### config.mk
export PLATFORM = sky130hd
export DESIGN_NAME = dbc_core
export DESIGN_NICKNAME = d
export VERILOG_FILES = /design/src/logic/dbc_pkg.sv /design/src/logic/dbc_core.sv
export SDC_FILE = /design/constraint.sdc
export NUM_CORES = 1
export LEC_CHECK = 0
export BUFFER_PORTS_ARGS = -buffer_cell sky130_fd_sc_hd__clkbuf_2
export CORE_UTILIZATION = 52
export DETAILED_ROUTE_END_ITERATION = 6
export PLACE_DENSITY = 0.83
export SYNTH_ARGS = -nofsm -noshare
export SYNTH_HDL_FRONTEND = slang
export SYNTH_SLANG_ARGS = --single-unit
### constraint.sdc
create_clock -name clk_i -period 2.4 [get_ports clk_i]
set_input_delay 0.36 -clock clk_i [delete_from_list [all_inputs] [get_ports clk_i]]
set_output_delay 0.36 -clock clk_i [all_outputs]
set_load 0.01 [all_outputs]
### src/logic/dbc_pkg.sv
// shared constants, command codes, carriers and state types of the debug controller
package dbc_pkg;

  // link timing, counted in ticks of the selected communication clock
  localparam logic [7:0]  SYNC_LOW_MIN_TICKS  = 8'h80; // host low time that counts as a probe
  localparam logic [7:0]  SYNC_PULSE_TICKS    = 8'h80; // length of the answering low pulse
  localparam logic [7:0]  ACK_PULSE_TICKS     = 8'h10; // length of an acknowledge pulse
  localparam logic [15:0] CMD_MIN_COMM_CLOCKS = 16'h01F4; // least length of a memory command

  // status/control byte layout
  localparam int ST_DEBUG_ENABLE  = 7; // host writable
  localparam int ST_BG_ACTIVE     = 6; // cpu halted in background
  localparam int ST_BKPT_ENABLE   = 5; // host writable
  localparam int ST_CLK_SELECT    = 4; // host writable, 1 = bus clock
  localparam int ST_WAIT_STOP     = 3; // live wait/stop state of the cpu
  localparam int ST_ACCESS_FAILED = 2; // last memory command failed
  localparam int ST_DATA_VALID    = 1; // last memory data valid

  // debugger-side memory map of the special registers
  localparam logic [15:0] PART_ID_HIGH_ADDR    = 16'h1806;
  localparam logic [15:0] PART_ID_LOW_ADDR     = 16'h1807;
  localparam logic [15:0] FORCE_RESET_ADDR     = 16'h1800;
  localparam int          FORCE_RESET_BIT      = 0;
  localparam logic [15:0] PART_ID_DEFAULT      = 16'h0C35; // arbitrary value

  // debug commands, already decoded from the serial link; in memory and cpu register commands bit 0 marks a store
  typedef enum logic [4:0] {
    CMD_READ_STATUS          = 5'h00,
    CMD_WRITE_CONTROL        = 5'h01,
    CMD_HALT_REQ             = 5'h02,
    CMD_ACK_ON               = 5'h03,
    CMD_ACK_OFF              = 5'h04,
    CMD_FETCH_BYTE           = 5'h06,
    CMD_STORE_BYTE           = 5'h05,
    CMD_FETCH_BYTE_STATUS    = 5'h08,
    CMD_STORE_BYTE_STATUS    = 5'h07,
    CMD_FETCH_LAST           = 5'h09,
    CMD_FETCH_BREAKPOINT     = 5'h0A,
    CMD_STORE_BREAKPOINT     = 5'h0B,
    CMD_FETCH_CPU_REG        = 5'h10,
    CMD_STORE_CPU_REG        = 5'h11,
    CMD_FETCH_INDEXED        = 5'h12,
    CMD_STORE_INDEXED        = 5'h13,
    CMD_FETCH_INDEXED_STATUS = 5'h14,
    CMD_STORE_INDEXED_STATUS = 5'h15,
    CMD_RESUME               = 5'h16,
    CMD_TAGGED_RESUME        = 5'h17,
    CMD_SINGLE_STEP          = 5'h18
  } dbc_cmd_t;

  // cpu register selected by the low address bits of a register command
  typedef enum logic [2:0] {
    REG_ACC   = 3'h0,
    REG_CCR   = 3'h1,
    REG_INDEX = 3'h2,
    REG_STACK = 3'h3,
    REG_PC    = 3'h4
  } dbc_reg_t;

  typedef enum logic [1:0] {
    SEQ_IDLE   = 2'h0,
    SEQ_ACCESS = 2'h1,
    SEQ_STEP   = 2'h2
  } dbc_seq_t;

  typedef enum logic [1:0] {
    PIN_IDLE = 2'h0,
    PIN_LOW  = 2'h1,
    PIN_SYNC = 2'h2,
    PIN_ACK  = 2'h3
  } dbc_pin_t;

  typedef struct packed {
    dbc_cmd_t    cmd;
    logic [15:0] addr;
    logic [15:0] data;
  } dbc_req_t;

  typedef struct packed {
    logic [15:0] data;
    logic [7:0]  status;
    logic        refused;
  } dbc_rsp_t;

  typedef struct packed {
    dbc_seq_t    seq;
    dbc_pin_t    pin;
    logic [7:0]  pin_cnt;
    logic        pin_armed;
    logic        boot_done;
    logic        halted;
    logic        dbg_en;
    logic        bkpt_en;
    logic        clk_sel;
    logic        ack_en;
    logic        acc_fail;
    logic        data_valid;
    logic [15:0] bkpt;
    logic [7:0]  last_data;
    dbc_cmd_t    cur_cmd;
    logic        rsp_valid;
    dbc_rsp_t    rsp;
    logic        steal;
    logic [15:0] bus_addr;
    logic        bus_we;
    logic [7:0]  bus_wdata;
    logic        reg_act;
    dbc_reg_t    reg_sel;
    logic        reg_we;
    logic [15:0] reg_wdata;
    logic        step;
    logic        resume;
    logic        tag;
    logic        force_rst;
  } dbc_state_t;

endpackage

### src/logic/dbc_core.sv
// background debug controller: command execution, breakpoint, cycle steal and pin pulses
`timescale 1ns/1ps

// What this block does
// - memory command to ordinary memory steals exactly one bus cycle
// - cpu suspended only that cycle, peripherals run
// - write-control sets enable, read-status returns register
// - status shows live cpu wait/stop state
// - access-failed set when wait/stop blocks access
// - data-valid tells if last access data good
// - status register reachable only through debug commands
// - 16-bit breakpoint register, accessible while running
// - two-byte part id readable by user, debugger
// - force-reset write only works from background mode
// - halted commands refused while user program runs
// - halted commands access cpu registers directly
// - single step runs one instruction, halts again
// - resume and tagged resume restart user program
// - indexed commands address memory from index pair
// - status variants return status with the transfer
// - byte commands work running or halted
// - halt request ignored when debug enable clear
// - wait/stop blocks most commands; halt still wakes
// - long host low answered by 128-tick low pulse
// - enabled breakpoint match halts the cpu
// - acknowledge pulse per executed command when enabled
// - clock select picks bus or dedicated debug clock
// - pin low at reset release enters background
module dbc_core #(
  parameter logic [15:0] PART_ID = dbc_pkg::PART_ID_DEFAULT // arbitrary value
) (
  input  wire logic            clk_i,
  input  wire logic            rst_i,
  input  wire logic            cmd_valid_i,     // decoded command present
  input  wire dbc_pkg::dbc_req_t cmd_i,         // command, address, data
  output logic                 cmd_ready_o,     // command taken when high
  output logic                 rsp_valid_o,     // one-cycle answer strobe
  output dbc_pkg::dbc_rsp_t    rsp_o,           // answer data and status
  input  wire logic            dbg_pin_i,       // debug pin level
  output logic                 dbg_pin_o,       // driven level, always low
  output logic                 dbg_pin_oe_o,    // high while pulling the pin low
  input  wire logic            dbg_clk_tick_i,  // dedicated debug clock tick
  output logic                 comm_clk_sel_o,  // 1 = bus clock base
  input  wire logic            cpu_wait_stop_i, // cpu sits in wait or stop
  input  wire logic            cpu_fetch_i,     // cpu starts an instruction
  input  wire logic [15:0]     cpu_fetch_addr_i,
  input  wire logic            cpu_insn_done_i, // one instruction completed
  input  wire logic [15:0]     cpu_hx_i,        // index register pair
  output logic                 cpu_halt_o,      // cpu held in background
  output logic                 cpu_step_o,      // run one instruction
  output logic                 cpu_resume_o,    // leave background
  output logic                 cpu_tag_o,       // resume is a tagged one
  output logic                 cpu_reg_act_o,   // cpu register access strobe
  output dbc_pkg::dbc_reg_t    cpu_reg_sel_o,
  output logic                 cpu_reg_we_o,
  output logic [15:0]          cpu_reg_wdata_o,
  input  wire logic [15:0]     cpu_reg_rdata_i,
  output logic                 steal_o,         // suspends the cpu this cycle
  output logic [15:0]          bus_addr_o,
  output logic                 bus_we_o,
  output logic [7:0]           bus_wdata_o,
  input  wire logic [7:0]      bus_rdata_i,
  output logic [15:0]          part_id_o,       // user-visible part id
  output logic                 force_reset_o    // one-cycle chip reset request
);

  dbc_pkg::dbc_state_t st_ff;   // all state
  dbc_pkg::dbc_state_t nxt_st;  // next state

  // commands that need a halted cpu
  function automatic logic halted_only(input dbc_pkg::dbc_cmd_t c);
    halted_only = (c >= dbc_pkg::CMD_FETCH_CPU_REG);
  endfunction

  // memory commands that steal a cycle
  function automatic logic is_mem(input dbc_pkg::dbc_cmd_t c);
    is_mem = (c inside {dbc_pkg::CMD_FETCH_BYTE, dbc_pkg::CMD_STORE_BYTE,
                        dbc_pkg::CMD_FETCH_BYTE_STATUS, dbc_pkg::CMD_STORE_BYTE_STATUS,
                        dbc_pkg::CMD_FETCH_INDEXED, dbc_pkg::CMD_STORE_INDEXED,
                        dbc_pkg::CMD_FETCH_INDEXED_STATUS,
                        dbc_pkg::CMD_STORE_INDEXED_STATUS});
  endfunction

  // commands whose answer carries the status byte
  function automatic logic wants_status(input dbc_pkg::dbc_cmd_t c);
    wants_status = (c inside {dbc_pkg::CMD_READ_STATUS, dbc_pkg::CMD_FETCH_BYTE_STATUS,
                              dbc_pkg::CMD_STORE_BYTE_STATUS,
                              dbc_pkg::CMD_FETCH_INDEXED_STATUS,
                              dbc_pkg::CMD_STORE_INDEXED_STATUS});
  endfunction

  // assemble the status/control byte
  function automatic logic [7:0] status_byte(input dbc_pkg::dbc_state_t s,
                                             input logic wait_stop);
    status_byte = 8'h00;
    status_byte[dbc_pkg::ST_DEBUG_ENABLE]  = s.dbg_en;
    status_byte[dbc_pkg::ST_BG_ACTIVE]     = s.halted;
    status_byte[dbc_pkg::ST_BKPT_ENABLE]   = s.bkpt_en;
    status_byte[dbc_pkg::ST_CLK_SELECT]    = s.clk_sel;
    status_byte[dbc_pkg::ST_WAIT_STOP]     = wait_stop;
    status_byte[dbc_pkg::ST_ACCESS_FAILED] = s.acc_fail;
    status_byte[dbc_pkg::ST_DATA_VALID]    = s.data_valid;
  endfunction

  logic             tick;       // one tick of the selected link clock
  logic             reply;      // answer goes out next cycle
  logic             refuse;     // answer marks the command as not run
  logic             bkpt_hit;   // enabled breakpoint reached
  logic [15:0]      mem_addr;   // address of a memory command
  dbc_pkg::dbc_cmd_t ans_cmd;   // command being answered

  // handshake: one command at a time, after the boot strap is caught
  assign cmd_ready_o = st_ff.boot_done && (st_ff.seq == dbc_pkg::SEQ_IDLE) && !st_ff.rsp_valid;

  assign tick     = st_ff.clk_sel | dbg_clk_tick_i;
  assign bkpt_hit = cpu_fetch_i && !st_ff.halted && st_ff.bkpt_en && st_ff.dbg_en &&
                    (cpu_fetch_addr_i == st_ff.bkpt);
  assign mem_addr = (cmd_i.cmd >= dbc_pkg::CMD_FETCH_INDEXED) ? cpu_hx_i : cmd_i.addr;

  // next-state logic
  always_comb begin
    nxt_st           = st_ff;
    reply            = 1'b0;
    refuse           = 1'b0;
    ans_cmd          = st_ff.cur_cmd;
    nxt_st.rsp_valid = 1'b0;
    nxt_st.steal     = 1'b0;
    nxt_st.reg_act   = 1'b0;
    nxt_st.step      = 1'b0;
    nxt_st.resume    = 1'b0;
    nxt_st.tag       = 1'b0;
    nxt_st.force_rst = 1'b0;
    // first cycle after reset: catch the strap on the pin
    if (!st_ff.boot_done) begin
      nxt_st.boot_done = 1'b1;
      nxt_st.halted    = !dbg_pin_i;
    end
    unique case (st_ff.seq)
      dbc_pkg::SEQ_IDLE: begin
        if (cmd_valid_i && cmd_ready_o) begin
          ans_cmd          = cmd_i.cmd;
          nxt_st.cur_cmd   = cmd_i.cmd;
          nxt_st.rsp.data  = 16'h0000;
          reply            = 1'b1;
          if (cpu_wait_stop_i && !(cmd_i.cmd inside {dbc_pkg::CMD_READ_STATUS,
              dbc_pkg::CMD_WRITE_CONTROL, dbc_pkg::CMD_HALT_REQ})) begin
            refuse = 1'b1;
            if (is_mem(cmd_i.cmd)) begin
              nxt_st.acc_fail   = 1'b1;
              nxt_st.data_valid = 1'b0;
            end
          end else if (halted_only(cmd_i.cmd) && !st_ff.halted) begin
            refuse = 1'b1;
          end else if (is_mem(cmd_i.cmd)) begin
            // special debugger-side registers answer without a bus cycle
            if (!cmd_i.cmd[0] && mem_addr == dbc_pkg::PART_ID_HIGH_ADDR) begin
              nxt_st.rsp.data = {8'h00, PART_ID[15:8]};
            end else if (!cmd_i.cmd[0] && mem_addr == dbc_pkg::PART_ID_LOW_ADDR) begin
              nxt_st.rsp.data = {8'h00, PART_ID[7:0]};
            end else if (cmd_i.cmd[0] && mem_addr == dbc_pkg::FORCE_RESET_ADDR) begin
              if (st_ff.halted) begin
                nxt_st.force_rst = cmd_i.data[dbc_pkg::FORCE_RESET_BIT];
              end else begin
                refuse = 1'b1;
              end
            end else begin
              // ordinary memory: steal one cycle next edge
              nxt_st.steal     = 1'b1;
              nxt_st.bus_addr  = mem_addr;
              nxt_st.bus_we    = cmd_i.cmd[0];
              nxt_st.bus_wdata = cmd_i.data[7:0];
              nxt_st.seq       = dbc_pkg::SEQ_ACCESS;
              reply            = 1'b0;
            end
          end else begin
            unique case (cmd_i.cmd)
              dbc_pkg::CMD_READ_STATUS: begin
              end
              dbc_pkg::CMD_WRITE_CONTROL: begin
                nxt_st.dbg_en  = cmd_i.data[dbc_pkg::ST_DEBUG_ENABLE];
                nxt_st.bkpt_en = cmd_i.data[dbc_pkg::ST_BKPT_ENABLE];
                nxt_st.clk_sel = cmd_i.data[dbc_pkg::ST_CLK_SELECT];
              end
              dbc_pkg::CMD_HALT_REQ: begin
                if (st_ff.dbg_en) begin
                  nxt_st.halted = 1'b1;
                end else begin
                  refuse = 1'b1;
                end
              end
              dbc_pkg::CMD_ACK_ON: nxt_st.ack_en = 1'b1;
              dbc_pkg::CMD_ACK_OFF: nxt_st.ack_en = 1'b0;
              dbc_pkg::CMD_FETCH_LAST: nxt_st.rsp.data = {8'h00, st_ff.last_data};
              dbc_pkg::CMD_FETCH_BREAKPOINT: nxt_st.rsp.data = st_ff.bkpt;
              dbc_pkg::CMD_STORE_BREAKPOINT: nxt_st.bkpt = cmd_i.data;
              dbc_pkg::CMD_FETCH_CPU_REG, dbc_pkg::CMD_STORE_CPU_REG: begin
                nxt_st.reg_act   = 1'b1;
                nxt_st.reg_sel   = dbc_pkg::dbc_reg_t'(cmd_i.addr[2:0]);
                nxt_st.reg_we    = cmd_i.cmd[0];
                nxt_st.reg_wdata = cmd_i.data;
                nxt_st.seq       = dbc_pkg::SEQ_ACCESS;
                reply            = 1'b0;
              end
              dbc_pkg::CMD_RESUME, dbc_pkg::CMD_TAGGED_RESUME: begin
                nxt_st.halted = 1'b0;
                nxt_st.resume = 1'b1;
                nxt_st.tag    = cmd_i.cmd[0];
              end
              dbc_pkg::CMD_SINGLE_STEP: begin
                nxt_st.halted = 1'b0;
                nxt_st.step   = 1'b1;
                nxt_st.seq    = dbc_pkg::SEQ_STEP;
                reply         = 1'b0;
              end
              default: refuse = 1'b1; // unknown code
            endcase
          end
        end
      end
      dbc_pkg::SEQ_ACCESS: begin
        // finish the stolen cycle or the cpu register access
        reply      = 1'b1;
        nxt_st.seq = dbc_pkg::SEQ_IDLE;
        if (st_ff.steal) begin
          nxt_st.acc_fail   = 1'b0;
          nxt_st.data_valid = 1'b1;
          if (!st_ff.bus_we) begin
            nxt_st.rsp.data  = {8'h00, bus_rdata_i};
            nxt_st.last_data = bus_rdata_i;
          end
        end else if (!st_ff.reg_we) begin
          nxt_st.rsp.data = cpu_reg_rdata_i;
        end
      end
      dbc_pkg::SEQ_STEP: begin
        // one instruction done: back to background
        if (cpu_insn_done_i) begin
          nxt_st.halted = 1'b1;
          nxt_st.seq    = dbc_pkg::SEQ_IDLE;
          reply         = 1'b1;
        end
      end
      default: nxt_st.seq = dbc_pkg::SEQ_IDLE;
    endcase
    // breakpoint halts even while a command is being taken
    if (bkpt_hit) begin
      nxt_st.halted = 1'b1;
    end
    // answer with status where the command asks for it
    if (reply) begin
      nxt_st.rsp_valid   = 1'b1;
      nxt_st.rsp.refused = refuse;
      nxt_st.rsp.status  = wants_status(ans_cmd) ?
                           status_byte(nxt_st, cpu_wait_stop_i) : 8'h00;
    end
    // pin pulses: sync answer and acknowledge
    if (dbg_pin_i) begin
      nxt_st.pin_armed = 1'b1;
    end
    unique case (st_ff.pin)
      dbc_pkg::PIN_IDLE: begin
        nxt_st.pin_cnt = 8'h00;
        if (st_ff.pin_armed && !dbg_pin_i) begin
          nxt_st.pin = dbc_pkg::PIN_LOW;
        end else if (reply && !refuse && st_ff.ack_en) begin
          nxt_st.pin = dbc_pkg::PIN_ACK;
        end
      end
      dbc_pkg::PIN_LOW: begin
        // measure the host low time, saturating at the minimum
        if (dbg_pin_i) begin
          nxt_st.pin_cnt = 8'h00;
          nxt_st.pin     = (st_ff.pin_cnt >= dbc_pkg::SYNC_LOW_MIN_TICKS) ?
                           dbc_pkg::PIN_SYNC : dbc_pkg::PIN_IDLE;
        end else if (tick && st_ff.pin_cnt < dbc_pkg::SYNC_LOW_MIN_TICKS) begin
          nxt_st.pin_cnt = st_ff.pin_cnt + 8'h01;
        end
      end
      dbc_pkg::PIN_SYNC: begin
        if (tick) begin
          nxt_st.pin_cnt = st_ff.pin_cnt + 8'h01;
          if (st_ff.pin_cnt == dbc_pkg::SYNC_PULSE_TICKS - 8'h01) begin
            nxt_st.pin = dbc_pkg::PIN_IDLE;
          end
        end
      end
      dbc_pkg::PIN_ACK: begin
        if (tick) begin
          nxt_st.pin_cnt = st_ff.pin_cnt + 8'h01;
          if (st_ff.pin_cnt == dbc_pkg::ACK_PULSE_TICKS - 8'h01) begin
            nxt_st.pin = dbc_pkg::PIN_IDLE;
          end
        end
      end
    endcase
  end

  // state register; everything clears, acknowledge starts off
  always_ff @(posedge clk_i) begin
    if (rst_i) begin
      st_ff <= '0;
    end else begin
      st_ff <= nxt_st;
    end
  end

  // outputs straight from state, apart from the constant pin level and part id
  assign rsp_valid_o     = st_ff.rsp_valid;
  assign rsp_o           = st_ff.rsp;
  assign dbg_pin_o       = 1'b0;
  assign dbg_pin_oe_o    = (st_ff.pin == dbc_pkg::PIN_SYNC) || (st_ff.pin == dbc_pkg::PIN_ACK);
  assign comm_clk_sel_o  = st_ff.clk_sel;
  assign cpu_halt_o      = st_ff.halted;
  assign cpu_step_o      = st_ff.step;
  assign cpu_resume_o    = st_ff.resume;
  assign cpu_tag_o       = st_ff.tag;
  assign cpu_reg_act_o   = st_ff.reg_act;
  assign cpu_reg_sel_o   = st_ff.reg_sel;
  assign cpu_reg_we_o    = st_ff.reg_we;
  assign cpu_reg_wdata_o = st_ff.reg_wdata;
  assign steal_o         = st_ff.steal;
  assign bus_addr_o      = st_ff.bus_addr;
  assign bus_we_o        = st_ff.bus_we;
  assign bus_wdata_o     = st_ff.bus_wdata;
  assign part_id_o       = PART_ID;
  assign force_reset_o   = st_ff.force_rst;

  // helper: length of the current sync pulse in cycles
  logic [8:0] sync_run_ff;
  always_ff @(posedge clk_i) begin
    if (rst_i) begin
      sync_run_ff <= 9'h000;
    end else if (st_ff.pin == dbc_pkg::PIN_SYNC) begin
      sync_run_ff <= sync_run_ff + 9'h001;
    end else begin
      sync_run_ff <= 9'h000;
    end
  end

  logic taken; // a command is taken this cycle
  assign taken = cmd_valid_i && cmd_ready_o;

  a_steal_one_cycle: assert property (@(posedge clk_i) disable iff (rst_i)
    steal_o |=> !steal_o ##1 !steal_o)
    else $error("steal lasted more than one cycle");

  a_steal_answer: assert property (@(posedge clk_i) disable iff (rst_i)
    steal_o |=> rsp_valid_o && !rsp_o.refused && rsp_o.status[dbc_pkg::ST_DATA_VALID] ==
      wants_status(st_ff.cur_cmd))
    else $error("stolen cycle not answered next cycle");

  a_halted_refused: assert property (@(posedge clk_i) disable iff (rst_i)
    (taken && halted_only(cmd_i.cmd) && !cpu_halt_o && !cpu_wait_stop_i)
      |=> rsp_valid_o && rsp_o.refused && !steal_o && !cpu_reg_act_o)
    else $error("halted command ran in user mode");

  a_halt_ignored: assert property (@(posedge clk_i) disable iff (rst_i)
    (taken && cmd_i.cmd == dbc_pkg::CMD_HALT_REQ && !st_ff.dbg_en && !cpu_halt_o)
      |=> !cpu_halt_o && rsp_o.refused)
    else $error("halt request acted while debug disabled");

  a_bkpt_halts: assert property (@(posedge clk_i) disable iff (rst_i)
    (bkpt_hit && st_ff.seq == dbc_pkg::SEQ_IDLE && !taken && st_ff.boot_done)
      |=> cpu_halt_o)
    else $error("breakpoint match did not halt");

  a_sync_length: assert property (@(posedge clk_i) disable iff (rst_i)
    ($fell(dbg_pin_oe_o) && $past(st_ff.pin) == dbc_pkg::PIN_SYNC && st_ff.clk_sel)
      |-> sync_run_ff == 9'h080)
    else $error("sync pulse not 128 cycles");

  a_ack_gated: assert property (@(posedge clk_i) disable iff (rst_i)
    (st_ff.pin == dbc_pkg::PIN_IDLE && !st_ff.ack_en) |=> st_ff.pin != dbc_pkg::PIN_ACK)
    else $error("acknowledge sent while disabled");

  a_step_return: assert property (@(posedge clk_i) disable iff (rst_i)
    (st_ff.seq == dbc_pkg::SEQ_STEP && cpu_insn_done_i) |=> cpu_halt_o && rsp_valid_o)
    else $error("single step did not return to background");

  a_force_gated: assert property (@(posedge clk_i) disable iff (rst_i)
    force_reset_o |-> $past(cpu_halt_o, 1))
    else $error("force reset from user mode");

  a_resume_runs: assert property (@(posedge clk_i) disable iff (rst_i)
    (taken && cmd_i.cmd == dbc_pkg::CMD_RESUME && cpu_halt_o && !cpu_wait_stop_i)
      |=> cpu_resume_o && !cpu_halt_o)
    else $error("resume did not leave background");

  a_wait_fail: assert property (@(posedge clk_i) disable iff (rst_i)
    (taken && is_mem(cmd_i.cmd) && cpu_wait_stop_i)
      |=> rsp_o.refused && !steal_o && st_ff.acc_fail && !st_ff.data_valid)
    else $error("blocked access not flagged");

endmodule

==> flow_summary.ini, run 1 <==
[power]
power.density_mw_per_mm2 = 668
pwr-share-clk_pct = 48.9
p_leak_nw = 3.29
switching_share_pct = 24.6
combPwrFrac_pct = 10.7
ir_drop_v = 0.000507
power.total_mw = 5.35
seqPwrFrac_pct = 40.5
p_int_mw = 4.03
power.switching_mw = 1.31

[cts]
hold_buffers = 0
clock-root-buffer = clkbuf_16
cts_resized = 0
insertion_delay_ns = 0.42
cts_buffers = 17
cts_setup_buffers = 0
h-tree-depth = 4
cts_sinks = 126
path_clk_slew_ns = 0.06
clock_path_buffers = 2
cts_tree = built

[routing]
ant_nets = 0
routed_wl_microns = 17400
drt_iter0_markers = 502
topRoutingLayerUsed = met4
vias = 5909
met2WireLength_microns = 8520
via_per_inst = 5.48
drt_first_pass_iters = 5
wl_met1_microns = 7220
met3_length_microns = 1250
wl_per_cell_microns = 16.1
drc = 0

[sta]
fin_crit_ns = 2.19
finalSetupViolations = 0
worstMarginPinSlew_ns = 0.560
max_freq_ghz = 0.456
final.setup_skew_ns = 0.0119
finalHoldViolCount = 0
slew_headroom_pct = 62.4
fin_crit_sh_pct = 91.4
tns_ns = 0
slew_viol_final = 0
rsz0062_at_grt = false

[synthesis]
yosysTopAreaCellShare_pct = 37.8
ys_ff_latch = 126
syn_avg_cell_area_sq_um = 8.66
synth_top_family_by_area = simple AND/OR/NAND/NOR gates
synth.top_cells.by_area = dfxtp_1 38%, buf_4 9.9%, mux2i_1 6.9%, nand2_1 5.6%, a21oi_1 4.3%
synthAdderAreaFrac_pct = 0.375
syn_inst = 770
synthXorXnorAreaFrac_pct = 3.02
yosysMostFrequentCell = dfxtp_1
yosysSeqAreaShare_pct = 37.8
ys.flop_type = dfxtp_1
synth_largest_area_cell = dfxtp_1
async_flop_share_pct = 0
yosys_warnings = 0
synth_compound_area_share_pct = 18.8
synth_edf_count = 0
synth_area_sq_mm = 0.00667
synth_mux_area_share_pct = 7.08
synth_cell_types = 73
synth_common_cells = 126 x dfxtp_1, 99 x nand2_1, 88 x buf_4
synth-simple-area-share_pct = 19.6

[worst_setup_path]
startpoint_type = flip-flop
worstSetupPathType = reg -> reg
timing.rr.start = st_ff[125]
ff2ff_setup_slack_ns = 0.21
worstPathCellList = nor4b_4, nand2_2, mux2i_1, nor4b_2, nor3_2, buf_4, o41ai_1
reg2reg_depth = 7
crit_slowest_cell = nor4b_4
required_ns = 2.70
critPathLaunch = st_ff[125]
cpPeakStageDelay_ns = 0.36
crit_fanout = 7
crit_path_end = rsp_o[4]
reg2reg_to = rsp_o[4]
end_kind = flip-flop
arrival_ns = 2.49

[finish]
n_antenna_cell = 0
nNetsFinal = 1001
fin_util_pct = 65.2
postLayoutCellArea_sq_mm = 0.00800
layout-drive-gt1-share_pct = 32.9
n_fill_cell = 1057
area_delta_synth_final_pct = 20.0

[placement]
io_buffers = 180
place_congestion = 0.955
post-dp-hpwl_microns = 13100
post_dp_cell_area_sq_mm = 0.00739

[global_route]
grt_max_degree = 82
grt_util_all_layers_pct = 27.4
grt_pass1_vias = 5772
antenna_found_initial = 0
grt_pass1_wl_microns = 28000
grt.overflow.total = 0

[die]
start_util_pct = 54.4
dieArea_sq_mm = 0.0133
ioPinCount = 199
rows = 40
die_w_microns = 115
core_sq_mm = 0.0123
die_h_microns = 115

[min_path]
hp-class = in -> reg

[job]
drv_cap = 0

[status]
status = finished, final reports clean
## layer usage
| metal | GRT usage, % | up-vias |
|---|---|---|
| met2 | 46.6 | 240 |
| li1 | - | 2866 |
| met1 | 32.3 | 2770 |
| met4 | 11.3 | 0 |
| met3 | 8.07 | 33 |
| met5 | 0 | - |
## critical path, delay by kind of cell, from the launching register on
kind	cells	cell delay [ns]
AO/OA/AOI/OAI	1	0.28
flip-flops	1	0.33
multiplexers	1	0.36
AND/OR/NAND/NOR	4	0.93
buffers and inverters	1	0.17
## state kept, by name, summed over array words and instances, names as in the netlist
signal,cells
st_ff,48
rsp_o,24
bus_addr_o,16
cpu_reg_wdata_o,16
bus_wdata_o,8
cpu_reg_sel_o,3
bus_we_o,1
comm_clk_sel_o,1
cpu_halt_o,1
cpu_reg_act_o,1
cpu_reg_we_o,1
cpu_resume_o,1
cpu_step_o,1
cpu_tag_o,1
force_reset_o,1
rsp_valid_o,1
steal_o,1
## kinds of logic (layout without fill, tap and decap cells)
group	Yosys count	after routing
DFF	126	126
and+or+nand+nor	265	265
adders and majority gates	2	2
buffers and inverters	137	261
muxes	47	47
other	2	18
AOI/OAI and AO/OA	168	168
xor gates and xnor gates	23	23
## cell type report
| type | count | area, sq um | share of cell area [%] |
|---|---|---|---|
| Clock buffer | 18 | 439 | 5.49 |
| Inverter | 8 | 30.0 | 0.375 |
| Tap cell | 168 | 210 | 2.63 |
| Multi-Input combinational cell | 523 | 3340 | 41.7 |
| Sequential cell | 126 | 2520 | 31.5 |
| Timing Repair Buffer | 222 | 1290 | 16.2 |
| Clock inverter | 13 | 165 | 2.06 |
## power groups by stage
stage / Combinational (mW) / Clock, mW / Sequential (mW)
finish: 0.571 / 2.61 / 2.16
global route: 0.621 / 2.75 / 2.17
CTS: 0.566 / 2.65 / 2.16
detailed placement: 0.563 / 0 / 2.21
global placement: 0.553 / 0 / 2.21
floorplan: 0.368 / 0 / 2.20
## per-stage QoR
stage | setup WS (ns) | hold WS [ns] | std cells
2_1_floorplan | 0.212 | 0.431 | 786
3_3_place_gp | 0.00164 | 0.441 | 1047
3_5_place_dp | -0.0458 | 0.447 | 1047
4_1_cts | 0.136 | 0.163 | 1078
5_1_grt | 0.0468 | 0.179 | 1078
6_report | 0.207 | 0.175 | 1078
## layout by cell type (no fill, tap or decap), drive strengths merged, types with 4 or more instances in the layout
| cell | synthesis | final |
|---|---|---|
| o41ai | 5 | 5 |
| conb | 2 | 18 |
| nand3 | 9 | 9 |
| clkinvlp | 0 | 4 |
| and2 | 4 | 4 |
| inv | 8 | 10 |
| nand2 | 101 | 101 |
| a211oi | 27 | 27 |
| nor3b | 8 | 8 |
| nor2b | 7 | 7 |
| mux2i | 46 | 46 |
| buf | 99 | 43 |
| nand3b | 4 | 4 |
| nand4 | 10 | 10 |
| nand2b | 6 | 6 |
| xor2 | 7 | 7 |
| o211ai | 7 | 7 |
| xnor2 | 16 | 16 |
| dfxtp | 126 | 126 |
| a21oi | 59 | 59 |
| nor4b | 8 | 8 |
| clkbuf | 30 | 197 |
| o21ai | 22 | 22 |
| nor2 | 77 | 77 |
| a22oi | 16 | 16 |
| o221a | 5 | 5 |
| clkinv | 0 | 4 |
| o31ai | 4 | 4 |
| nor3 | 9 | 9 |
## worst min-delay path by stage
| stage | start | end | slack, ns | depth (start not counted) |
|---|---|---|---|---|
| detailed placement | cpu_reg_wdata_o[14] | cpu_reg_wdata_o[14] | 0.45 | 2 |
| global placement | cpu_reg_wdata_o[6] | cpu_reg_wdata_o[6] | 0.44 | 2 |
| global route | cmd_i[11] | st_ff[101] | 0.18 | 3 |
| CTS | cmd_i[14] | cpu_reg_wdata_o[14] | 0.16 | 3 |
| floorplan | st_ff[80] | st_ff[80] | 0.43 | 2 |
| finish | bus_rdata_i[3] | st_ff[85] | 0.17 | 3 |
(Power assumes the default switching activity.)
==> run 2: changes to the inputs <==
Settings changed: CORE_UTILIZATION 52 to 41, PLACE_DENSITY 0.83 to 0.69.
==> run 2 against run 1 <==
  * Hold slack barely moved
  * First-iteration DRC count is 18% lower
  * Register-to-register slack is essentially flat
  * Critical endpoint is now rsp_o[3]
  * Highest routed layer unchanged
==> flow_summary.ini, run 2 (synthesis gave the netlist of run 1 again) <==
[worst_setup_path]
worstSetupPathType = reg -> reg
worstPathCellList = nor4b_4, nand2_2, mux2i_1, nor4b_2, nor3_2, buf_4, o41ai_2
required_ns = 2.72
cpPeakStageDelay_ns = 0.34
startpoint_type = flip-flop
end_kind = flip-flop
crit_fanout = 7
arrival_ns = 2.51
crit_slowest_cell = dfxtp_1

[sta]
setup_ws_ns = 0.215
fin_crit_ns = 2.19
final.setup_skew_ns = 0.00745
slew_headroom_pct = 59.0
worstMarginPinSlew_ns = 0.615
fin_hold_ws_ns = 0.175
fin_crit_sh_pct = 91.1
rsz0062_at_grt = false
tns_ns = 0
finalHoldViolCount = 0
max_freq_ghz = 0.458
finalSetupViolations = 0
slew_viol_final = 0

[power]
combPwrFrac_pct = 10.7
p_int_mw = 4.12
pwr-share-clk_pct = 49.5
seqPwrFrac_pct = 39.8
ir_drop_v = 0.000486
power.density_mw_per_mm2 = 663
p_leak_nw = 3.37
power.total_mw = 5.43
switching_share_pct = 24.0
power.switching_mw = 1.30

[placement]
dp_slack_ns = -0.0866
placed_cells = 1111
io_buffers = 180
post-dp-hpwl_microns = 13900
place_congestion = 0.886

[cts]
cts_tree = built
insertion_delay_ns = 0.42
hold_buffers = 0
path_clk_slew_ns = 0.06
cts_sinks = 126
h-tree-depth = 4
cts_buffers = 17
clock_path_buffers = 2
clock-root-buffer = clkbuf_16

[global_route]
grt_max_degree = 54
antenna_found_initial = 0
grt_util_all_layers_pct = 22.6
grt_pass1_wl_microns = 28900
grt.overflow.total = 0
grt_pass1_vias = 5655

[finish]
fin_cells = 1143
nNetsFinal = 1017
largest_reg_flops = 48
layout_commonest_cell = clkbuf_2
layout-drive-gt1-share_pct = 33.9
max_flop_register = st_ff
area_delta_synth_final_pct = 22.8
n_fill_cell = 1559
n_antenna_cell = 0
final_cell_mix = 179 x clkbuf_2, 126 x dfxtp_1, 99 x nand2_1

[routing]
drt_first_pass_iters = 4
vias = 5905
drt_iter0_markers = 410
ant_nets = 0
drc = 0
via_per_inst = 5.17
routed_wl_microns = 18300
wl_per_cell_microns = 16.0

[die]
dieArea_sq_mm = 0.0168
rows = 46
start_util_pct = 42.0
die_w_microns = 130
ioPinCount = 199
die_h_microns = 130
core_sq_mm = 0.0159

[job]
drv_cap = 0

[min_path]
hp-class = in -> reg

[status]
status = finished, final reports clean
-- run 2: worst paths after layout --
path,start,cells after the start,slack [ns],to
worst max-delay path,st_ff[125],7,0.21,rsp_o[3]
worst min-delay path,bus_rdata_i[4],3,0.17,st_ff[86]
worst max register to register,st_ff[125],7,0.21,rsp_o[3]
worst min register to register,cpu_reg_wdata_o[15],2,0.45,cpu_reg_wdata_o[15]
-- run 2: metal layers --
metal,part of all wire [%],GRT usage (%)
met4,2.5,10.3
met1,44,27.5
met3,6.5,7.56
met5,0,0
met2,47,36.3
-- run 2: stage by stage --
step | area (sq um) | utilization, %
3_5_place_dp | 7550 | 47.6
4_1_cts | 8170 | 51.5
6_report | 8180 | 51.5
2_1_floorplan | 6730 | -
5_1_grt | 8180 | 51.5
3_3_place_gp | 7550 | 47.6
-- run 2: critical path, delay by kind of cell, from the launching register on --
kind | cells | cell delay [ns]
AO/OA/AOI/OAI | 1 | 0.27
buffers and inverters | 1 | 0.18
flip-flops | 1 | 0.34
multiplexers | 1 | 0.34
AND/OR/NAND/NOR | 4 | 0.94
-- run 2: area by class of cell --
| cell class | instances | area [sq um] | share of cell area, % |
|---|---|---|---|
| multi-input combinational | 523 | 3340 | 40.8 |
| sequential | 126 | 2520 | 30.8 |
| timing repair buffer | 238 | 1400 | 17.1 |
| clock buffer | 23 | 488 | 5.96 |
| tap | 216 | 270 | 3.30 |
| clock inverter | 9 | 131 | 1.61 |
| inverter | 8 | 30.0 | 0.367 |
-- run 2: repair_timing --
item | CTS | global route
resized for setup | 0 | 2
hold endpoints to repair | 0 | 0
setup buffers | 0 | 0
setup endpoints to repair | 0 | 2
-- run 2: power by group through the flow --
| stage | clock, mW | combinational [mW] | sequential (mW) |
|---|---|---|---|
| finish | 2.68 | 0.581 | 2.16 |
| global route | 2.84 | 0.632 | 2.17 |
| CTS | 2.75 | 0.579 | 2.16 |
| detailed placement | 0 | 0.576 | 2.21 |
| global placement | 0 | 0.572 | 2.21 |
| floorplan | 0 | 0.368 | 2.20 |
==> run 3: changes to the inputs <==
Settings changed: ABC_CLOCK_PERIOD_IN_PS set to 2400, PLACE_DENSITY 0.69 to 0.66.
==> run 3 against run 2 <==
  * Register-to-register slack worse by 0.03 ns
  * Power is 0.47% lower
  * Maximum frequency is 1.2% lower
  * Critical path type unchanged
  * Largest cell class unchanged
==> flow_summary.ini, run 3 (synthesis gave the netlist of run 1 again) <==
[worst_setup_path]
startpoint_type = flip-flop
required_ns = 2.69
arrival_ns = 2.50
end_kind = flip-flop
worstSetupPathType = reg -> reg
crit_fanout = 15

[routing]
ant_nets = 0
met3_length_microns = 1340
wl_per_cell_microns = 15.7
vias = 5921
topRoutingLayerUsed = met4
via_per_inst = 5.17
drt_iter0_markers = 328
drc = 0
routed_wl_microns = 18000
wl_met1_microns = 7870
drt_first_pass_iters = 5
met2WireLength_microns = 8580

[finish]
n_antenna_cell = 0
nNetsFinal = 1020
n_fill_cell = 1544
fin_cells = 1146
fin_util_pct = 51.6
area_delta_synth_final_pct = 22.9
max_flop_register = st_ff
layout-drive-gt1-share_pct = 34.3
largest_reg_flops = 48
final_cell_mix = 179 x clkbuf_2, 126 x dfxtp_1, 99 x nand2_1
layout_commonest_cell = clkbuf_2

[die]
core_sq_mm = 0.0159
start_util_pct = 42.0
rows = 46
dieArea_sq_mm = 0.0168
die_h_microns = 130
die_w_microns = 130
ioPinCount = 199

[cts]
insertion_delay_ns = 0.41
clock_path_buffers = 2
path_clk_slew_ns = 0.06
clock-root-buffer = clkbuf_16
h-tree-depth = 4
cts_sinks = 126
cts_setup_buffers = 0
cts_buffers = 17
cts_tree = built

[global_route]
antenna_found_initial = 0
grt.overflow.total = 0
grt_pass1_wl_microns = 28700
grt_max_degree = 41
grt_pass1_vias = 5690
grt_util_all_layers_pct = 22.2

[sta]
fin_crit_ns = 2.21
rsz0062_at_grt = false
max_freq_ghz = 0.452
finalSetupViolations = 0
fin_crit_sh_pct = 92.2
slew_viol_final = 0
slew_headroom_pct = 60.5
final.setup_skew_ns = 0.0130
worstMarginPinSlew_ns = 0.589
finalHoldViolCount = 0

[power]
power.density_mw_per_mm2 = 659
pwr-share-clk_pct = 49.3
switching_share_pct = 24.6
seqPwrFrac_pct = 40.0
ir_drop_v = 0.000550
p_leak_nw = 3.38
combPwrFrac_pct = 10.7
power.switching_mw = 1.33
power.total_mw = 5.40
p_int_mw = 4.07

[placement]
placed_cells = 1114
io_buffers = 180
post-dp-hpwl_microns = 13700
place_congestion = 0.913

[status]
status = finished, final reports clean

[job]
drv_cap = 0

[min_path]
hp-class = in -> reg
-- run 3: cell types whose count changed in the layout (fill, tap and decap cells not counted), sizes merged --
| cell | before | now |
|---|---|---|
| clkinv | 2 | 6 |
| buf | 59 | 62 |
| clkbuf | 202 | 198 |
-- run 3: critical path, cell delays in order, from the launching register on --
cell and delay [ns]:
dfxtp_1 0.35, nor4b_4 0.38, and2_2 0.32, nand2_4 0.08
a2111oi_4 0.36, buf_4 0.32, mux2i_1 0.22, nor2_1 0.05
-- run 3: worst paths after layout --
kind                                          from  cells past startpoint            endpoint  slack (ns)
worst max-delay path                    st_ff[125]                      7      bus_wdata_o[5]        0.19
worst min-delay path                bus_rdata_i[2]                      3           st_ff[84]        0.19
worst max register to register          st_ff[125]                      7      bus_wdata_o[5]        0.19
worst min register to register  cpu_reg_wdata_o[7]                      2  cpu_reg_wdata_o[7]        0.46
-- run 3: repair_timing --
item,4_1_cts,5_1_grt
gates resized for setup,0,4
endpoints found under the setup margin,0,13
hold buffers,0,0
-- run 3: through the flow --
| stage | setup WS [ns] | TNS, ns | cell area (sq um) | hold slack, ns |
|---|---|---|---|---|
| final | 0.188 | 0 | 8190 | 0.186 |
| after global routing | 0.0250 | 0 | 8190 | 0.174 |
| after CTS | 0.137 | 0 | 8180 | 0.166 |
| after detailed placement | -0.0719 | -0.272 | 7560 | 0.450 |
| after global placement | -0.0421 | -0.140 | 7560 | 0.443 |
| after floorplan | 0.212 | 0 | 6730 | 0.431 |
-- run 3: power by group through the flow --
stage                     logic, mW  registers (mW)  clock network [mW]
after floorplan               0.368            2.20                   0
after global routing          0.635            2.17                2.81
after CTS                     0.576            2.16                2.71
after global placement        0.570            2.21                   0
after detailed placement      0.572            2.21                   0
final                         0.578            2.16                2.66
-- run 3: metal layers --
metal	global-route usage [%]	vias up
li1	-	2909
met1	27.2	2772
met2	37.6	220
met3	6.44	20
met4	6.84	0
met5	0	-
-- run 3: final cells by class --
class	count	area, sq um	area share, %
Sequential cell	126	2520	30.8
Clock inverter	13	163	1.99
Multi-Input combinational cell	523	3340	40.8
Timing Repair Buffer	241	1420	17.3
Inverter	8	30.0	0.366
Clock buffer	19	453	5.53
Tap cell	216	270	3.30
